--- src/hdl/dac_clear_pkg.sv ---
package dac_clear_pkg;

	localparam int NUM_CHAN = 2;
	localparam int CODE_W = 16;
	localparam int SPAN_W = 4;
	localparam int STRAP_W = 3;

	// Power-up range: unipolar 0 V to 5 V
	localparam logic [3:0] SPAN_RESET = 4'h0;
	localparam logic [15:0] CODE_RESET = 16'h0000;

	// Synchroniser bit positions and their idle (reset) levels
	localparam int SYNC_W = 8;
	localparam int SB_CLEAR = 0;
	localparam int SB_SELECT = 1;
	localparam int SB_LOAD = 2;
	localparam int SB_BROWNOUT = 3;
	localparam int SB_MANUAL = 4;
	localparam int SB_STRAP = 5;
	localparam logic [7:0] SYNC_INIT = 8'h0f;

	typedef struct packed {
		logic [3:0] span;
		logic [15:0] code;
	} chan_t;

	// One-cycle command from the serial decoder, same clock
	typedef struct packed {
		logic write_en;
		logic is_code;
		logic update_en;
		logic [1:0] chan_mask;
		logic [15:0] data;
	} cmd_t;

endpackage : dac_clear_pkg

--- src/hdl/pin_sync3.sv ---
`timescale 1ns/1ns
`default_nettype none

module pin_sync3 #(
	parameter int W = 8,
	parameter logic [W-1:0] INIT = '1
) (
	// Clock and reset
	input wire logic mclk,
	input wire logic nrst,
	// Raw pins and filtered levels
	input wire logic [W-1:0] pin_in,
	output logic [W-1:0] level_q
);

	logic [W-1:0] ff1_q;
	logic [W-1:0] ff2_q;
	logic [W-1:0] ff3_q;

	always_ff @(posedge mclk or negedge nrst) begin
		if (!nrst) begin
			ff1_q <= INIT;
			ff2_q <= INIT;
			ff3_q <= INIT;
		end else begin
			ff1_q <= pin_in;
			ff2_q <= ff1_q;
			ff3_q <= ff2_q;
		end
	end

	// A change counts only once two later stages agree
	genvar i;
	generate
		for (i = 0; i < W; i++) begin : g_bit
			always_ff @(posedge mclk or negedge nrst) begin
				if (!nrst) begin
					level_q[i] <= INIT[i];
				end else if (ff2_q[i] == ff3_q[i]) begin
					level_q[i] <= ff3_q[i];
				end
			end
		end
	endgenerate

endmodule : pin_sync3

`default_nettype wire

--- src/hdl/dac_reset_clear_flag_logic.sv ---
// Overview of operation
// - Power-up sets every channel's range code to 0000, unipolar 0 to 5 V.
// - Power-up clears input and active registers to zero.
// - Strapped range reaches each channel at its first update after power-up.
// - Clear low resets all active registers to zero.
// - Clear leaves input span and code registers unchanged.
// - Any update after clear, serial or load pin, restores from input registers.
// - Clear during a framed instruction aborts that instruction.
// - Integrity flag goes low on power-up, clear and supply brown-out.
// - Integrity flag stays low until a valid update executes.
// - Update copies addressed input span and code into active registers.
// - Strapped configuration takes the active range from the strap pins.
`timescale 1ns/1ns
`default_nettype none

module dac_reset_clear_flag_logic (
	// Clock and power-on reset
	input wire logic mclk,
	input wire logic nrst,
	// Device pins
	input wire logic system_clear_n,
	input wire logic select_load_n,
	input wire logic async_load_n,
	input wire logic brownout_n,
	input wire logic manual_span,
	input wire logic [2:0] range_strap_pins,
	// Command from the serial decoder
	input wire dac_clear_pkg::cmd_t cmd,
	// Register contents
	output dac_clear_pkg::chan_t [1:0] input_regs_q,
	output dac_clear_pkg::chan_t [1:0] active_regs_q,
	// Status
	output logic integrity_lost_flag_n,
	output logic instr_abort_q,
	output logic shift_restart_q
);

	logic [dac_clear_pkg::SYNC_W-1:0] pins_q;
	logic clear_rst_n;
	logic load_prev_q;
	logic load_fall;
	logic cmd_ok;
	logic [1:0] upd_mask;
	logic [3:0] strap_span;
	dac_clear_pkg::chan_t [1:0] input_d;

	pin_sync3 #(
		.W(dac_clear_pkg::SYNC_W),
		.INIT(dac_clear_pkg::SYNC_INIT)
	) u_sync (
		.mclk(mclk),
		.nrst(nrst),
		.pin_in({range_strap_pins, manual_span, brownout_n, async_load_n,
			select_load_n, system_clear_n}),
		.level_q(pins_q)
	);

	// Clear acts without the clock, like power-on reset
	assign clear_rst_n = nrst & system_clear_n;

	always_ff @(posedge mclk or negedge nrst) begin
		if (!nrst) begin
			load_prev_q <= 1'b1;
		end else begin
			load_prev_q <= pins_q[dac_clear_pkg::SB_LOAD];
		end
	end

	assign load_fall = load_prev_q & ~pins_q[dac_clear_pkg::SB_LOAD];

	// Abort: clear seen while the frame is open
	always_ff @(posedge mclk or negedge nrst) begin
		if (!nrst) begin
			instr_abort_q <= 1'b0;
		end else if (!pins_q[dac_clear_pkg::SB_CLEAR] && !pins_q[dac_clear_pkg::SB_SELECT]) begin
			instr_abort_q <= 1'b1;
		end else if (pins_q[dac_clear_pkg::SB_SELECT]) begin
			instr_abort_q <= 1'b0;
		end
	end

	// One pulse telling the shifter to drop its partial word
	always_ff @(posedge mclk or negedge nrst) begin
		if (!nrst) begin
			shift_restart_q <= 1'b0;
		end else begin
			shift_restart_q <= pins_q[dac_clear_pkg::SB_SELECT] & instr_abort_q;
		end
	end

	assign cmd_ok = ~instr_abort_q & pins_q[dac_clear_pkg::SB_CLEAR] & system_clear_n;
	assign strap_span = {1'b0, pins_q[dac_clear_pkg::SB_STRAP +: dac_clear_pkg::STRAP_W]};
	// The load pin updates all channels; a serial update only the addressed ones
	assign upd_mask = (cmd.update_en && cmd_ok ? cmd.chan_mask : 2'b00) |
		{2{load_fall}};

	always_comb begin
		input_d = input_regs_q;
		for (int c = 0; c < dac_clear_pkg::NUM_CHAN; c++) begin
			if (cmd.write_en && cmd_ok && cmd.chan_mask[c]) begin
				if (cmd.is_code) begin
					input_d[c].code = cmd.data;
				end else begin
					input_d[c].span = cmd.data[3:0];
				end
			end
		end
	end

	// Input registers see power-on only, never clear
	always_ff @(posedge mclk or negedge nrst) begin
		if (!nrst) begin
			for (int c = 0; c < dac_clear_pkg::NUM_CHAN; c++) begin
				input_regs_q[c].span <= dac_clear_pkg::SPAN_RESET;
				input_regs_q[c].code <= dac_clear_pkg::CODE_RESET;
			end
		end else begin
			input_regs_q <= input_d;
		end
	end

	genvar g;
	generate
		for (g = 0; g < dac_clear_pkg::NUM_CHAN; g++) begin : g_chan
			always_ff @(posedge mclk or negedge clear_rst_n) begin
				if (!clear_rst_n) begin
					active_regs_q[g].span <= dac_clear_pkg::SPAN_RESET;
					active_regs_q[g].code <= dac_clear_pkg::CODE_RESET;
				end else if (upd_mask[g]) begin
					// Write-and-update commands pass the new value straight through
					active_regs_q[g].code <= input_d[g].code;
					if (pins_q[dac_clear_pkg::SB_MANUAL]) begin
						active_regs_q[g].span <= strap_span;
					end else begin
						active_regs_q[g].span <= input_d[g].span;
					end
				end
			end
		end
	endgenerate

	// Brown-out wins over a same-cycle update so the loss is never hidden
	always_ff @(posedge mclk or negedge clear_rst_n) begin
		if (!clear_rst_n) begin
			integrity_lost_flag_n <= 1'b0;
		end else if (!pins_q[dac_clear_pkg::SB_BROWNOUT]) begin
			integrity_lost_flag_n <= 1'b0;
		end else if (upd_mask != 2'b00) begin
			integrity_lost_flag_n <= 1'b1;
		end
	end

	property p_flag_release;
		@(posedge mclk) disable iff (!clear_rst_n)
		(upd_mask != 2'b00) && pins_q[dac_clear_pkg::SB_BROWNOUT] |=> integrity_lost_flag_n;
	endproperty
	a_flag_release: assert property (p_flag_release) else $error("flag not released by update");

	property p_flag_hold;
		@(posedge mclk) disable iff (!clear_rst_n)
		!integrity_lost_flag_n && (upd_mask == 2'b00) |=> !integrity_lost_flag_n;
	endproperty
	a_flag_hold: assert property (p_flag_hold) else $error("flag released without update");

	property p_flag_brownout;
		@(posedge mclk) disable iff (!clear_rst_n)
		!pins_q[dac_clear_pkg::SB_BROWNOUT] |=> !integrity_lost_flag_n;
	endproperty
	a_flag_brownout: assert property (p_flag_brownout) else $error("brown-out missed flag");

	property p_clear_zero;
		@(posedge mclk) disable iff (!nrst)
		!system_clear_n |-> active_regs_q[0] == '0 && active_regs_q[1] == '0 &&
			!integrity_lost_flag_n;
	endproperty
	a_clear_zero: assert property (p_clear_zero) else $error("clear left active data");

	property p_input_kept;
		@(posedge mclk) disable iff (!nrst)
		!pins_q[dac_clear_pkg::SB_CLEAR] |=> $stable(input_regs_q);
	endproperty
	a_input_kept: assert property (p_input_kept) else $error("clear changed input regs");

	property p_update_copy;
		@(posedge mclk) disable iff (!clear_rst_n)
		upd_mask[1] && !pins_q[dac_clear_pkg::SB_MANUAL] |=> active_regs_q[1] == input_regs_q[1];
	endproperty
	a_update_copy: assert property (p_update_copy) else $error("update did not copy");

	property p_strap_span;
		@(posedge mclk) disable iff (!clear_rst_n)
		upd_mask[0] && pins_q[dac_clear_pkg::SB_MANUAL] |=>
			active_regs_q[0].span == $past(strap_span);
	endproperty
	a_strap_span: assert property (p_strap_span) else $error("strap span not applied");

	property p_abort;
		@(posedge mclk) disable iff (!nrst)
		!pins_q[dac_clear_pkg::SB_CLEAR] && !pins_q[dac_clear_pkg::SB_SELECT] |=> instr_abort_q;
	endproperty
	a_abort: assert property (p_abort) else $error("frame not aborted on clear");

	// The abort must last until the frame closes, or the shifter resumes a broken word
	property p_abort_hold;
		@(posedge mclk) disable iff (!nrst)
		instr_abort_q && !pins_q[dac_clear_pkg::SB_SELECT] |=> instr_abort_q;
	endproperty
	a_abort_hold: assert property (p_abort_hold) else $error("abort dropped inside frame");

	property p_refused;
		@(posedge mclk) disable iff (!nrst)
		!cmd_ok |=> $stable(input_regs_q);
	endproperty
	a_refused: assert property (p_refused) else $error("refused command wrote input regs");

	property p_restart;
		@(posedge mclk) disable iff (!nrst)
		instr_abort_q && pins_q[dac_clear_pkg::SB_SELECT] |=> shift_restart_q ##1 !instr_abort_q;
	endproperty
	a_restart: assert property (p_restart) else $error("no shifter restart after abort");

	property p_restart_once;
		@(posedge mclk) disable iff (!nrst)
		shift_restart_q |=> !shift_restart_q;
	endproperty
	a_restart_once: assert property (p_restart_once) else $error("restart pulse too long");

endmodule : dac_reset_clear_flag_logic

`default_nettype wire

--- config.mk ---
export PLATFORM = sky130hd
export DESIGN_NAME = dac_reset_clear_flag_logic
export DESIGN_NICKNAME = d
export VERILOG_FILES = /design/src/hdl/dac_clear_pkg.sv /design/src/hdl/pin_sync3.sv /design/src/hdl/dac_reset_clear_flag_logic.sv
export SDC_FILE = /design/constraint.sdc
export NUM_CORES = 1
export LEC_CHECK = 0
export BUFFER_PORTS_ARGS = -buffer_cell sky130_fd_sc_hd__buf_2
export CAP_MARGIN = 20
export CELL_PAD_IN_SITES_DETAIL_PLACEMENT = 0
export CELL_PAD_IN_SITES_GLOBAL_PLACEMENT = 2
export CORE_UTILIZATION = 33
export CTS_BUF_LIST = sky130_fd_sc_hd__clkbuf_16
export DETAILED_ROUTE_END_ITERATION = 10
export PLACE_DENSITY = 0.85
export REMOVE_ABC_BUFFERS = 1
export SETUP_SLACK_MARGIN = 0.5
export SLEW_MARGIN = 5
export SYNTH_ARGS = -nofsm -noshare
export SYNTH_HDL_FRONTEND = slang
export SYNTH_SLANG_ARGS = --single-unit
--- constraint.sdc ---
create_clock -name mclk -period 2.01 [get_ports mclk]
set_input_delay 0.1005 -clock mclk [delete_from_list [all_inputs] [get_ports mclk]]
set_output_delay 0.1005 -clock mclk [all_outputs]
set_load 0.005 [all_outputs]
==> reports/metrics.yaml, run 1 <==
status: "finished, final reports clean"
report.final.slew_viol_count: 0
total_power_mw: 7.96
cp.required_ps: 2300
path_cells: "and4b_1 > and3_4 > buf_12 > mux2_4 > mux2_4"
grt_pass1_wl_mm: 16.1
utilization: 0.490
syn_area_sq_um: 4340
cp-end-kind: "flip-flop"
drtIter0Drc: 106
rsz0062_at_grt: "yes"
fin_crit_sh: 0.933
clockRootBuffer: "clkbuf_16"
synth_edf_count: 0
cp_top_family: "multiplexers"
finalWorstSetupSlack_ps: 135
overflow: 0
clock_sinks: 116
fp.dieW_um: 117
row_count: 41
maxCapViolCount: 0
synth-seq-area-share: 0.674
ios: 114
grtUsageTotal: 0.166
layout.nets: 442
critPathLaunchType: "flip-flop"
crit_buf_inv: 1
globalplace.congestion: 0.751
dpl.hpwl_mm: 6.50
path_clk_slew_ps: 50
crit_slowest_cell: "dfstp_2"
timing.final.hold_violations: 0
setup_viol: 0
whs_ps: 14.0
cts_tree: "yes"
routedWlPerCell_um: 17.4
grt_pass1_vias: 2891
max_stage_delay_ps: 560
syn_inst: 245
cts_buffers: 17
port_buffers: 113
synth_flop_cell: "dfrtp_1"
grt_max_degree: 76
clock_skew_ps: 7.17
ys_types: 29
worst-setup-path-type: "reg2reg"
cts_buffer_depth: 2
reg2reg_slack_ps: 130
dieHeight_um: 117
crit_arrival_ps: 2160
hp-class: "in2reg"
dieArea_sq_um: 13600
num_vias: 2666
tns_ps: 0
first_pass_iters: 4
drt_wl_total_mm: 10.4
ys_seq_elements: 116
antenna_found_initial: 0
clk_latency_ps: 410
worstMarginPinSlew_ps: 1000
route.detailed.drc: 0
peakVddDrop_mv: 0.435
max-slew-margin-rel: 0.332
htree_levels: 4
place_ws_ps: 61.3
fin_crit_ps: 1880
synth-async-reset-ratio: 1.00
syn_area_per_cell_sq_um: 17.7
final_antenna_net_count: 0
powerDensity_nw_per_um2: 1280
avgViaCountPerCell: 4.47
layout-drive-gt1-share: 0.606
fill_cells: 1151
core_area_sq_um: 12700
p_leak_nw: 3.11
worstPathMaxFanout: 8
fmax_ghz: 0.533
crit_path_frequent_cell: "mux2_4"
syn2layout_area_growth_pct: 43.5
antenna_cells: 0
synth_warnings: 0
initial_core_util: 0.341
[layout by cell type (no fill, tap or decap), types with 2 or more instances in the layout]
| cell type | n |
|---|---|
| nand2b_1 | 3 |
| dfstp_2 | 17 |
| o31a_1 | 3 |
| bufinv_16 | 2 |
| mux2i_2 | 2 |
| maj3_1 | 8 |
| clkinv_1 | 4 |
| mux2i_1 | 3 |
| mux2_4 | 69 |
| buf_6 | 5 |
| clkinv_2 | 3 |
| dlygate4sd3_1 | 22 |
| a21o_1 | 2 |
| and2_2 | 2 |
| buf_2 | 112 |
| buf_4 | 10 |
| clkbuf_16 | 17 |
| dfrtp_1 | 99 |
| buf_12 | 4 |
| inv_1 | 11 |
| mux2_2 | 3 |
| buf_16 | 2 |
| a21oi_1 | 5 |
| and3_4 | 2 |
[report_power, final]
group	switching (mW)	total, mW	internal [mW]
Sequential	0.367	3.32	2.95
Clock	0.974	2.74	1.76
Combinational	0.687	1.90	1.21
[stage by stage]
step	cell area [sq um]	std cells
final	6230	596
after global routing	6230	596
after CTS	6170	593
after detailed placement	5180	534
after global placement	5180	534
after floorplan	4250	236
[sequential cells by signal, indices dropped and copies added (netlist names)]
signal / flops
u_sync.ff3_q: 8
integrity_lost_flag_n: 1
load_prev_q: 1
instr_abort_q: 1
shift_restart_q: 1
u_sync.ff1_q: 8
u_sync.ff2_q: 8
active_regs_q: 40
input_regs_q: 40
u_sync.level_q: 8
[metal layers]
layer	track usage	up-vias	wire length, um
li1	-	1199	-
met1	0.216	1370	4700
met2	0.257	82	4980
met3	0.0586	15	559
met4	0.0608	0	133
met5	0	-	0
[synth_stat cells, drive strengths merged, types with 3 or more instances]
cell type / n / share of area
dfrtp: 99 / 0.57
mux2: 72 / 0.22
dfstp: 17 / 0.10
buf: 8 / 0.020
maj3: 8 / 0.018
a21oi: 6 / 0.0069
mux2i: 6 / 0.014
inv: 5 / 0.0043
nand2b: 3 / 0.0043
o31a: 3 / 0.0061
[tightest hold or removal path: stages]
cell	delay (ps)
buf_2	150
mux2i_2	90
inv_1	50
[cells by family after synthesis]
kind of cell,after synthesis,share of synthesized area
AOI/OAI and AO/OA,14,0.0222
adders and majority gates,8,0.0184
buffers and inverters,14,0.0248
DFF,116,0.674
muxes,78,0.235
and+or+nand+nor,15,0.0257
[area by class of cell]
class                   instances  area, sq um  share of cell area
clock inverters                15          113              0.0181
well taps                     172          215              0.0346
multi-input cells             115         1470               0.236
flip-flops and latches        116         2920               0.469
clock buffers                  17          425              0.0683
repair buffers                156         1060               0.170
inverters                       5         18.8             0.00301
[timing repair]
item | CTS | global route
setup endpoints to repair | 79 | 93
pin swaps | 9 | 7
gates cloned | 2 | 0
setup buffers | 2 | 3
resized for setup | 41 | 9
hold endpoints to repair | 45 | 0
hold buffers | 23 | 0
[worst paths after layout]
path	startpoint	depth (start not counted)	end
worst max-delay path	u_sync.level_q[0]	5	active_regs_q[0]
worst min-delay path	cmd[0]	3	input_regs_q[36]
worst max register to register	u_sync.level_q[0]	5	active_regs_q[0]
worst min register to register	u_sync.ff1_q[4]	0	u_sync.ff2_q[4]
max in group asynchronous	system_clear_n	4	active_regs_q[0]
min in group asynchronous	nrst	4	active_regs_q[1]
Note: power is estimated with default switching activity, not from simulation.
==> inputs of run 2 (changes only) <==
--- a/config.mk
+++ b/config.mk
@@ -5,14 +5,14 @@
 export SDC_FILE = /design/constraint.sdc
 export NUM_CORES = 1
 export LEC_CHECK = 0
-export BUFFER_PORTS_ARGS = -buffer_cell sky130_fd_sc_hd__buf_2
 export CAP_MARGIN = 20
 export CELL_PAD_IN_SITES_DETAIL_PLACEMENT = 0
 export CELL_PAD_IN_SITES_GLOBAL_PLACEMENT = 2
-export CORE_UTILIZATION = 33
+export CORE_UTILIZATION = 39
 export CTS_BUF_LIST = sky130_fd_sc_hd__clkbuf_16
 export DETAILED_ROUTE_END_ITERATION = 10
-export PLACE_DENSITY = 0.85
+export DONT_BUFFER_PORTS = 1
+export PLACE_DENSITY = 0.83
 export REMOVE_ABC_BUFFERS = 1
 export SETUP_SLACK_MARGIN = 0.5
 export SLEW_MARGIN = 5
==> run 2 against run 1 <==
The run now ends with hold timing left. Register-to-register slack got worse by 20 ps. Sequential power rose by 5%. Final cell count fell by 23%. Global-route usage rose by 2.1 points. Power fell by 7.2%. Maximum frequency fell by 0.80%. Die area fell by 15%. Core utilization rose by 3.6 points. Non-clock buffer count fell by 103.
==> reports/metrics.yaml, run 2 (synthesis gave the netlist of run 1 again) <==
path_cells: "and4b_1 > and3_4 > buf_12 > mux2_4 > mux2_4"
fp.dieW_um: 107
p_leak_nw: 2.60
clockRootBuffer: "clkbuf_16"
r2r_cells: 5
syn2layout_area_growth_pct: 31.3
powerDensity_nw_per_um2: 1300
port_buffers: 0
setup_viol: 0
rsz0062_at_grt: "yes"
cp.required_ps: 2300
antenna_cells: 0
layout-drive-gt1-share: 0.486
grt_pass1_wl_mm: 15.4
fin_crit_ps: 1890
num_vias: 2303
reg.largest.list: "active_regs_q x40, input_regs_q x40"
dieHeight_um: 107
r2r_end: "active_regs_q[2]"
grt_max_degree: 77
r2r-start: "u_sync.level_q[0]"
cts_buffer_depth: 2
globalplace.congestion: 0.763
whs_ps: -617
peakVddDrop_mv: 0.798
cts_tree: "yes"
drtIter0Drc: 115
fmax_ghz: 0.529
worst-setup-path-type: "reg2reg"
grt_pass1_vias: 2622
cp-end-kind: "flip-flop"
final_antenna_net_count: 0
layout.nets: 339
report.final.slew_viol_count: 0
htree_levels: 4
grtUsageTotal: 0.187
route.detailed.drc: 0
cts_buffers: 17
drt_wl_total_mm: 9.95
ios: 114
dp.cells: 387
path_clk_slew_ps: 60
layout_commonest_cell: "dfrtp_1"
final-instance-count-excl-fill: 461
crit_slowest_cell: "dfstp_2"
reg2reg_slack_ps: 120
crit_arrival_ps: 2180
status: "complete, but fails checks"
failed_checks: "hold timing"
avgViaCountPerCell: 5.00
clock_sinks: 116
max-slew-margin-rel: 0.588
first_pass_iters: 4
routedWlPerCell_um: 21.6
clk_latency_ps: 410
initial_core_util: 0.400
critPathLaunch: "u_sync.level_q[0]"
fin_crit_sh: 0.941
row_count: 38
core_area_sq_um: 10800
final_cell_mix: "dfrtp_1 (98), mux2_4 (69), dlygate4sd3_1 (27)"
crit_path_frequent_cell: "mux2_4"
dpl.hpwl_mm: 5.80
dieArea_sq_um: 11600
timing.final.hold_violations: 75
hp-class: "in2async"
antenna_found_initial: 0
cts-hold-fix-buffers: 27
clock_skew_ps: 7.54
maxCapViolCount: 0
critPathLaunchType: "flip-flop"
overflow: 0
worstMarginPinSlew_ps: 618
worstPathMaxFanout: 8
max_stage_delay_ps: 550
==> run 2: cell types whose count changed in the layout (fill, tap and decap cells not counted), moves of 2 or more <==
cell | before | now
buf_2 | 112 | 0
buf_6 | 5 | 11
bufinv_16 | 2 | 0
clkinv_4 | 0 | 3
clkinvlp_4 | 0 | 6
dlygate4sd3_1 | 22 | 27
inv_1 | 11 | 6
mux2i_1 | 3 | 5
mux2i_2 | 2 | 0
==> run 2: layer usage <==
metal	GRT usage	routed length (um)	up-vias
met5	0	0	-
met4	0.0832	142	0
met3	0.0751	717	14
met2	0.298	4960	84
met1	0.222	4130	1214
li1	-	-	991
==> run 2: worst max-delay path by stage <==
stage	endpoint
CTS	active_regs_q[26]
finish	active_regs_q[2]
global placement	active_regs_q[20]
global route	active_regs_q[20]
floorplan	active_regs_q[20]
detailed placement	active_regs_q[20]
==> run 2: layout make-up <==
class	instances	area [sq um]
Clock buffer	17	425
Clock inverter	15	96.3
Fill cell	900	5140
Inverter	5	18.8
Multi-Input combinational cell	115	1470
Sequential cell	116	2930
Tap cell	140	175
Timing Repair Buffer	53	584
==> run 2: metrics by stage <==
step | cell area, sq um | util | power (mW) | setup slack [ps] | setup TNS, ps
after CTS | 5640 | 0.520 | 7.40 | 124 | 0
after detailed placement | 4540 | 0.418 | 4.46 | 94.3 | 0
after global placement | 4540 | 0.418 | 4.39 | 113 | 0
after floorplan | 4250 | - | 4.14 | -123 | -2710
after global routing | 5700 | 0.526 | 7.76 | 81.4 | 0
final | 5700 | 0.526 | 7.39 | 119 | 0
==> run 2: repair_timing <==
item | CTS | global route
endpoints found under the hold margin | 205 | 75
setup buffers | 8 | 5
resized for setup | 49 | 6
pin swaps | 9 | 5
endpoints found under the setup margin | 80 | 80
gates cloned | 2 | 0
==> run 2: critical path, delay by kind of cell (launching register included) <==
kind,cells,cell delay (ps)
AND/OR/NAND/NOR,2,480
buffers and inverters,1,160
multiplexers,2,580
flip-flops,1,550
==> run 2: power by group <==
group	leakage, nW	switching [mW]	internal, mW
Combinational	0.930	0.388	0.902
Clock	0.241	1.08	1.55
Sequential	1.43	0.517	2.95
Total	2.60	1.98	5.41
==> inputs of run 3 (changes only) <==
--- a/config.mk
+++ b/config.mk
@@ -5,14 +5,15 @@
 export SDC_FILE = /design/constraint.sdc
 export NUM_CORES = 1
 export LEC_CHECK = 0
+export ABC_AREA = 1
 export CAP_MARGIN = 20
 export CELL_PAD_IN_SITES_DETAIL_PLACEMENT = 0
 export CELL_PAD_IN_SITES_GLOBAL_PLACEMENT = 2
-export CORE_UTILIZATION = 39
+export CORE_UTILIZATION = 33
 export CTS_BUF_LIST = sky130_fd_sc_hd__clkbuf_16
 export DETAILED_ROUTE_END_ITERATION = 10
 export DONT_BUFFER_PORTS = 1
-export PLACE_DENSITY = 0.83
+export PLACE_DENSITY = 0.84
 export REMOVE_ABC_BUFFERS = 1
 export SETUP_SLACK_MARGIN = 0.5
 export SLEW_MARGIN = 5
==> run 3 against run 2 <==
The flow still finishes with violations (hold timing). Synthesized cell count increased by 120%. Core utilization down 9.9 points. Clock skew down 3.2 ps. Count of clock-buffer cells in the layout is the same. Via count rose by 56%. Worst setup slack improved by 410 ps. Power decreased by 0.19%. Sequential share of layout area is 2.0 points lower. Global-route usage grew 1.0 points. Synthesized area is 8.0% higher. Wire length rose by 34%. Maximum frequency is 28% higher. Critical path type unchanged. Largest cell class unchanged. Largest power group unchanged.
==> reports/metrics.yaml, run 3 <==
max_stage_delay_ps: 570
grtUsageTotal: 0.197
report.final.slew_viol_count: 0
setup_viol: 0
synth_top_area_frac: 0.529
fp.dieW_um: 121
sequentialPowerShare: 0.467
route.detailed.drc: 0
avgViaCountPerCell: 4.67
final-instance-count-excl-fill: 769
cts_tree: "yes"
core_area_sq_um: 13900
antenna_cells: 0
layout.nets: 607
critPathLaunchType: "flip-flop"
clk_latency_ps: 410
dpl-instance-area_sq_um: 4880
path_clk_slew_ps: 50
crit_slowest_cell: "dfstp_2"
cts_buffer_depth: 2
grt_pass1_vias: 3784
yosys.area.top_type: "dfrtp_1"
synth-async-reset-ratio: 1.00
reg.largest.list: "active_regs_q x40, input_regs_q x40"
drtIter0Drc: 208
internal_power_mw: 5.20
globalplace.congestion: 0.789
htree_levels: 4
overflow: 0
dpl.hpwl_mm: 8.60
num_vias: 3592
syn2layout_area_growth_pct: 26.5
reg2reg_slack_ps: 530
clock_skew_ps: 4.39
clockRootBuffer: "clkbuf_16"
synth-seq-area-share: 0.624
synth_edf_count: 0
grt_pass1_wl_mm: 21.1
synth_warnings: 0
ys_seq_elements: 116
worstMarginPinSlew_ps: 947
fin_crit_sh: 0.736
layout-drive-gt1-share: 0.166
fmax_ghz: 0.676
ys_types: 20
swShare: 0.294
worstPathMaxFanout: 15
whs_ps: -618
ios: 114
clock_power_share: 0.400
timing.final.hold_violations: 103
syn_area_per_cell_sq_um: 8.79
final_antenna_net_count: 0
failed_checks: "hold timing"
cts-hold-fix-buffers: 24
grt_max_degree: 77
max-slew-margin-rel: 0.369
hp-class: "in2async"
port_buffers: 0
crit_arrival_ps: 1770
cp-end-kind: "flip-flop"
row_count: 43
p_leak_nw: 3.13
path_cells: "inv_2 > nor2_4 > nand4_1 > buf_4 > buf_12 > nand3_1 > nand2_1"
dieArea_sq_um: 14700
layout_commonest_cell: "nand2_1"
status: "complete, but fails checks"
first_pass_iters: 5
fin_crit_ps: 1480
fin_area_sq_um: 5930
cp.required_ps: 2310
powerDensity_nw_per_um2: 1240
final_cell_mix: "nand2_1 (326), dfrtp_1 (99), dlygate4sd3_1 (23)"
peakVddDrop_mv: 0.712
syn_area_sq_um: 4690
rsz0062_at_grt: "yes"
power_switching_mw: 2.17
clock_sinks: 116
synth_flop_cell: "dfrtp_1"
synth.top_cells.by_count: "nand2_1 (330), dfrtp_1 (99), nand3_1 (18)"
routedWlPerCell_um: 17.4
tns_ps: 0
cts_buffers: 17
antenna_found_initial: 0
comb_power_share: 0.134
maxCapViolCount: 0
initial_core_util: 0.338
synthTopCellsByArea: "dfrtp_1 (53%), nand2_1 (26%), dfstp_2 (9.5%), nand3_1 (1.9%), buf_2 (1.7%)"
drt_wl_total_mm: 13.3
worst-setup-path-type: "reg2reg"
synth_most_common_cell: "nand2_1"
dp.cells: 704
syn_inst: 533
dieHeight_um: 121
[run 3: timing repair]
| item | CTS | global route |
|---|---|---|
| buffers inserted | 4 | 5 |
| endpoints found under the setup margin | 48 | 53 |
| gates resized for setup | 9 | 27 |
| pin swaps | 2 | 6 |
| hold endpoints to repair | 143 | 103 |
[run 3: power by group through the flow]
stage / Combinational [mW] / Clock (mW) / Sequential, mW
3_3_place_gp: 0.845 / 0 / 3.47
2_1_floorplan: 0.676 / 0 / 3.27
4_1_cts: 0.945 / 3.01 / 3.45
3_5_place_dp: 0.872 / 0 / 3.48
5_1_grt: 1.16 / 3.11 / 3.53
6_report: 0.986 / 2.95 / 3.44
[run 3: cell families after synthesis]
kind of cell,after synthesis,synth area share
flops,116,0.624
simple gates,372,0.316
compound gates,3,0.00374
fa+ha+maj,8,0.0171
buf+inv,34,0.0390
[run 3: final cells by class]
type / count / area, sq um
Clock buffer: 17 / 425
Clock inverter: 15 / 150
Fill cell: 1337 / 7950
Inverter: 11 / 43.8
Multi-Input combinational cell: 383 / 1670
Sequential cell: 116 / 2920
Tap cell: 180 / 225
Timing Repair Buffer: 47 / 489
[run 3: final timing paths]
kind,startpoint,end,cells after the start
worst max register to register,u_sync.level_q[0],active_regs_q[10],7
worst min register to register,u_sync.ff1_q[6],u_sync.ff2_q[6],0
min in group mclk,cmd[19],input_regs_q[32],4
worst max-delay path,u_sync.level_q[0],active_regs_q[10],7
worst min-delay path,nrst,input_regs_q[11],0
max in group asynchronous,system_clear_n,active_regs_q[13],4
[run 3: critical path, delay by kind of cell, from the launching register on]
kind | cells | cell delay (ps)
AND/OR/NAND/NOR | 4 | 400
buffers and inverters | 3 | 390
flip-flops | 1 | 570
[run 3: stage by stage]
| stage | total power [mW] | hold slack, ps | setup WS (ps) | utilization |
|---|---|---|---|---|
| 3_3_place_gp | 4.32 | -193 | 363 | 0.352 |
| 4_1_cts | 7.41 | -641 | 482 | 0.415 |
| 3_5_place_dp | 4.35 | -193 | 361 | 0.352 |
| 6_report | 7.37 | -618 | 532 | 0.427 |
| 2_1_floorplan | 3.94 | -195 | -57.8 | - |
| 5_1_grt | 7.80 | -643 | 420 | 0.427 |
[run 3: routing by layer]
layer / part of all wire / wire length (um) / global-route usage / vias to the layer above
met5: 0 / 0 / 0 / -
met2: 0.48 / 6350 / 0.318 / 108
li1: - / - / - / 1720
met3: 0.099 / 1320 / 0.0945 / 14
met4: 0.010 / 140 / 0.0617 / 0
met1: 0.41 / 5530 / 0.232 / 1750
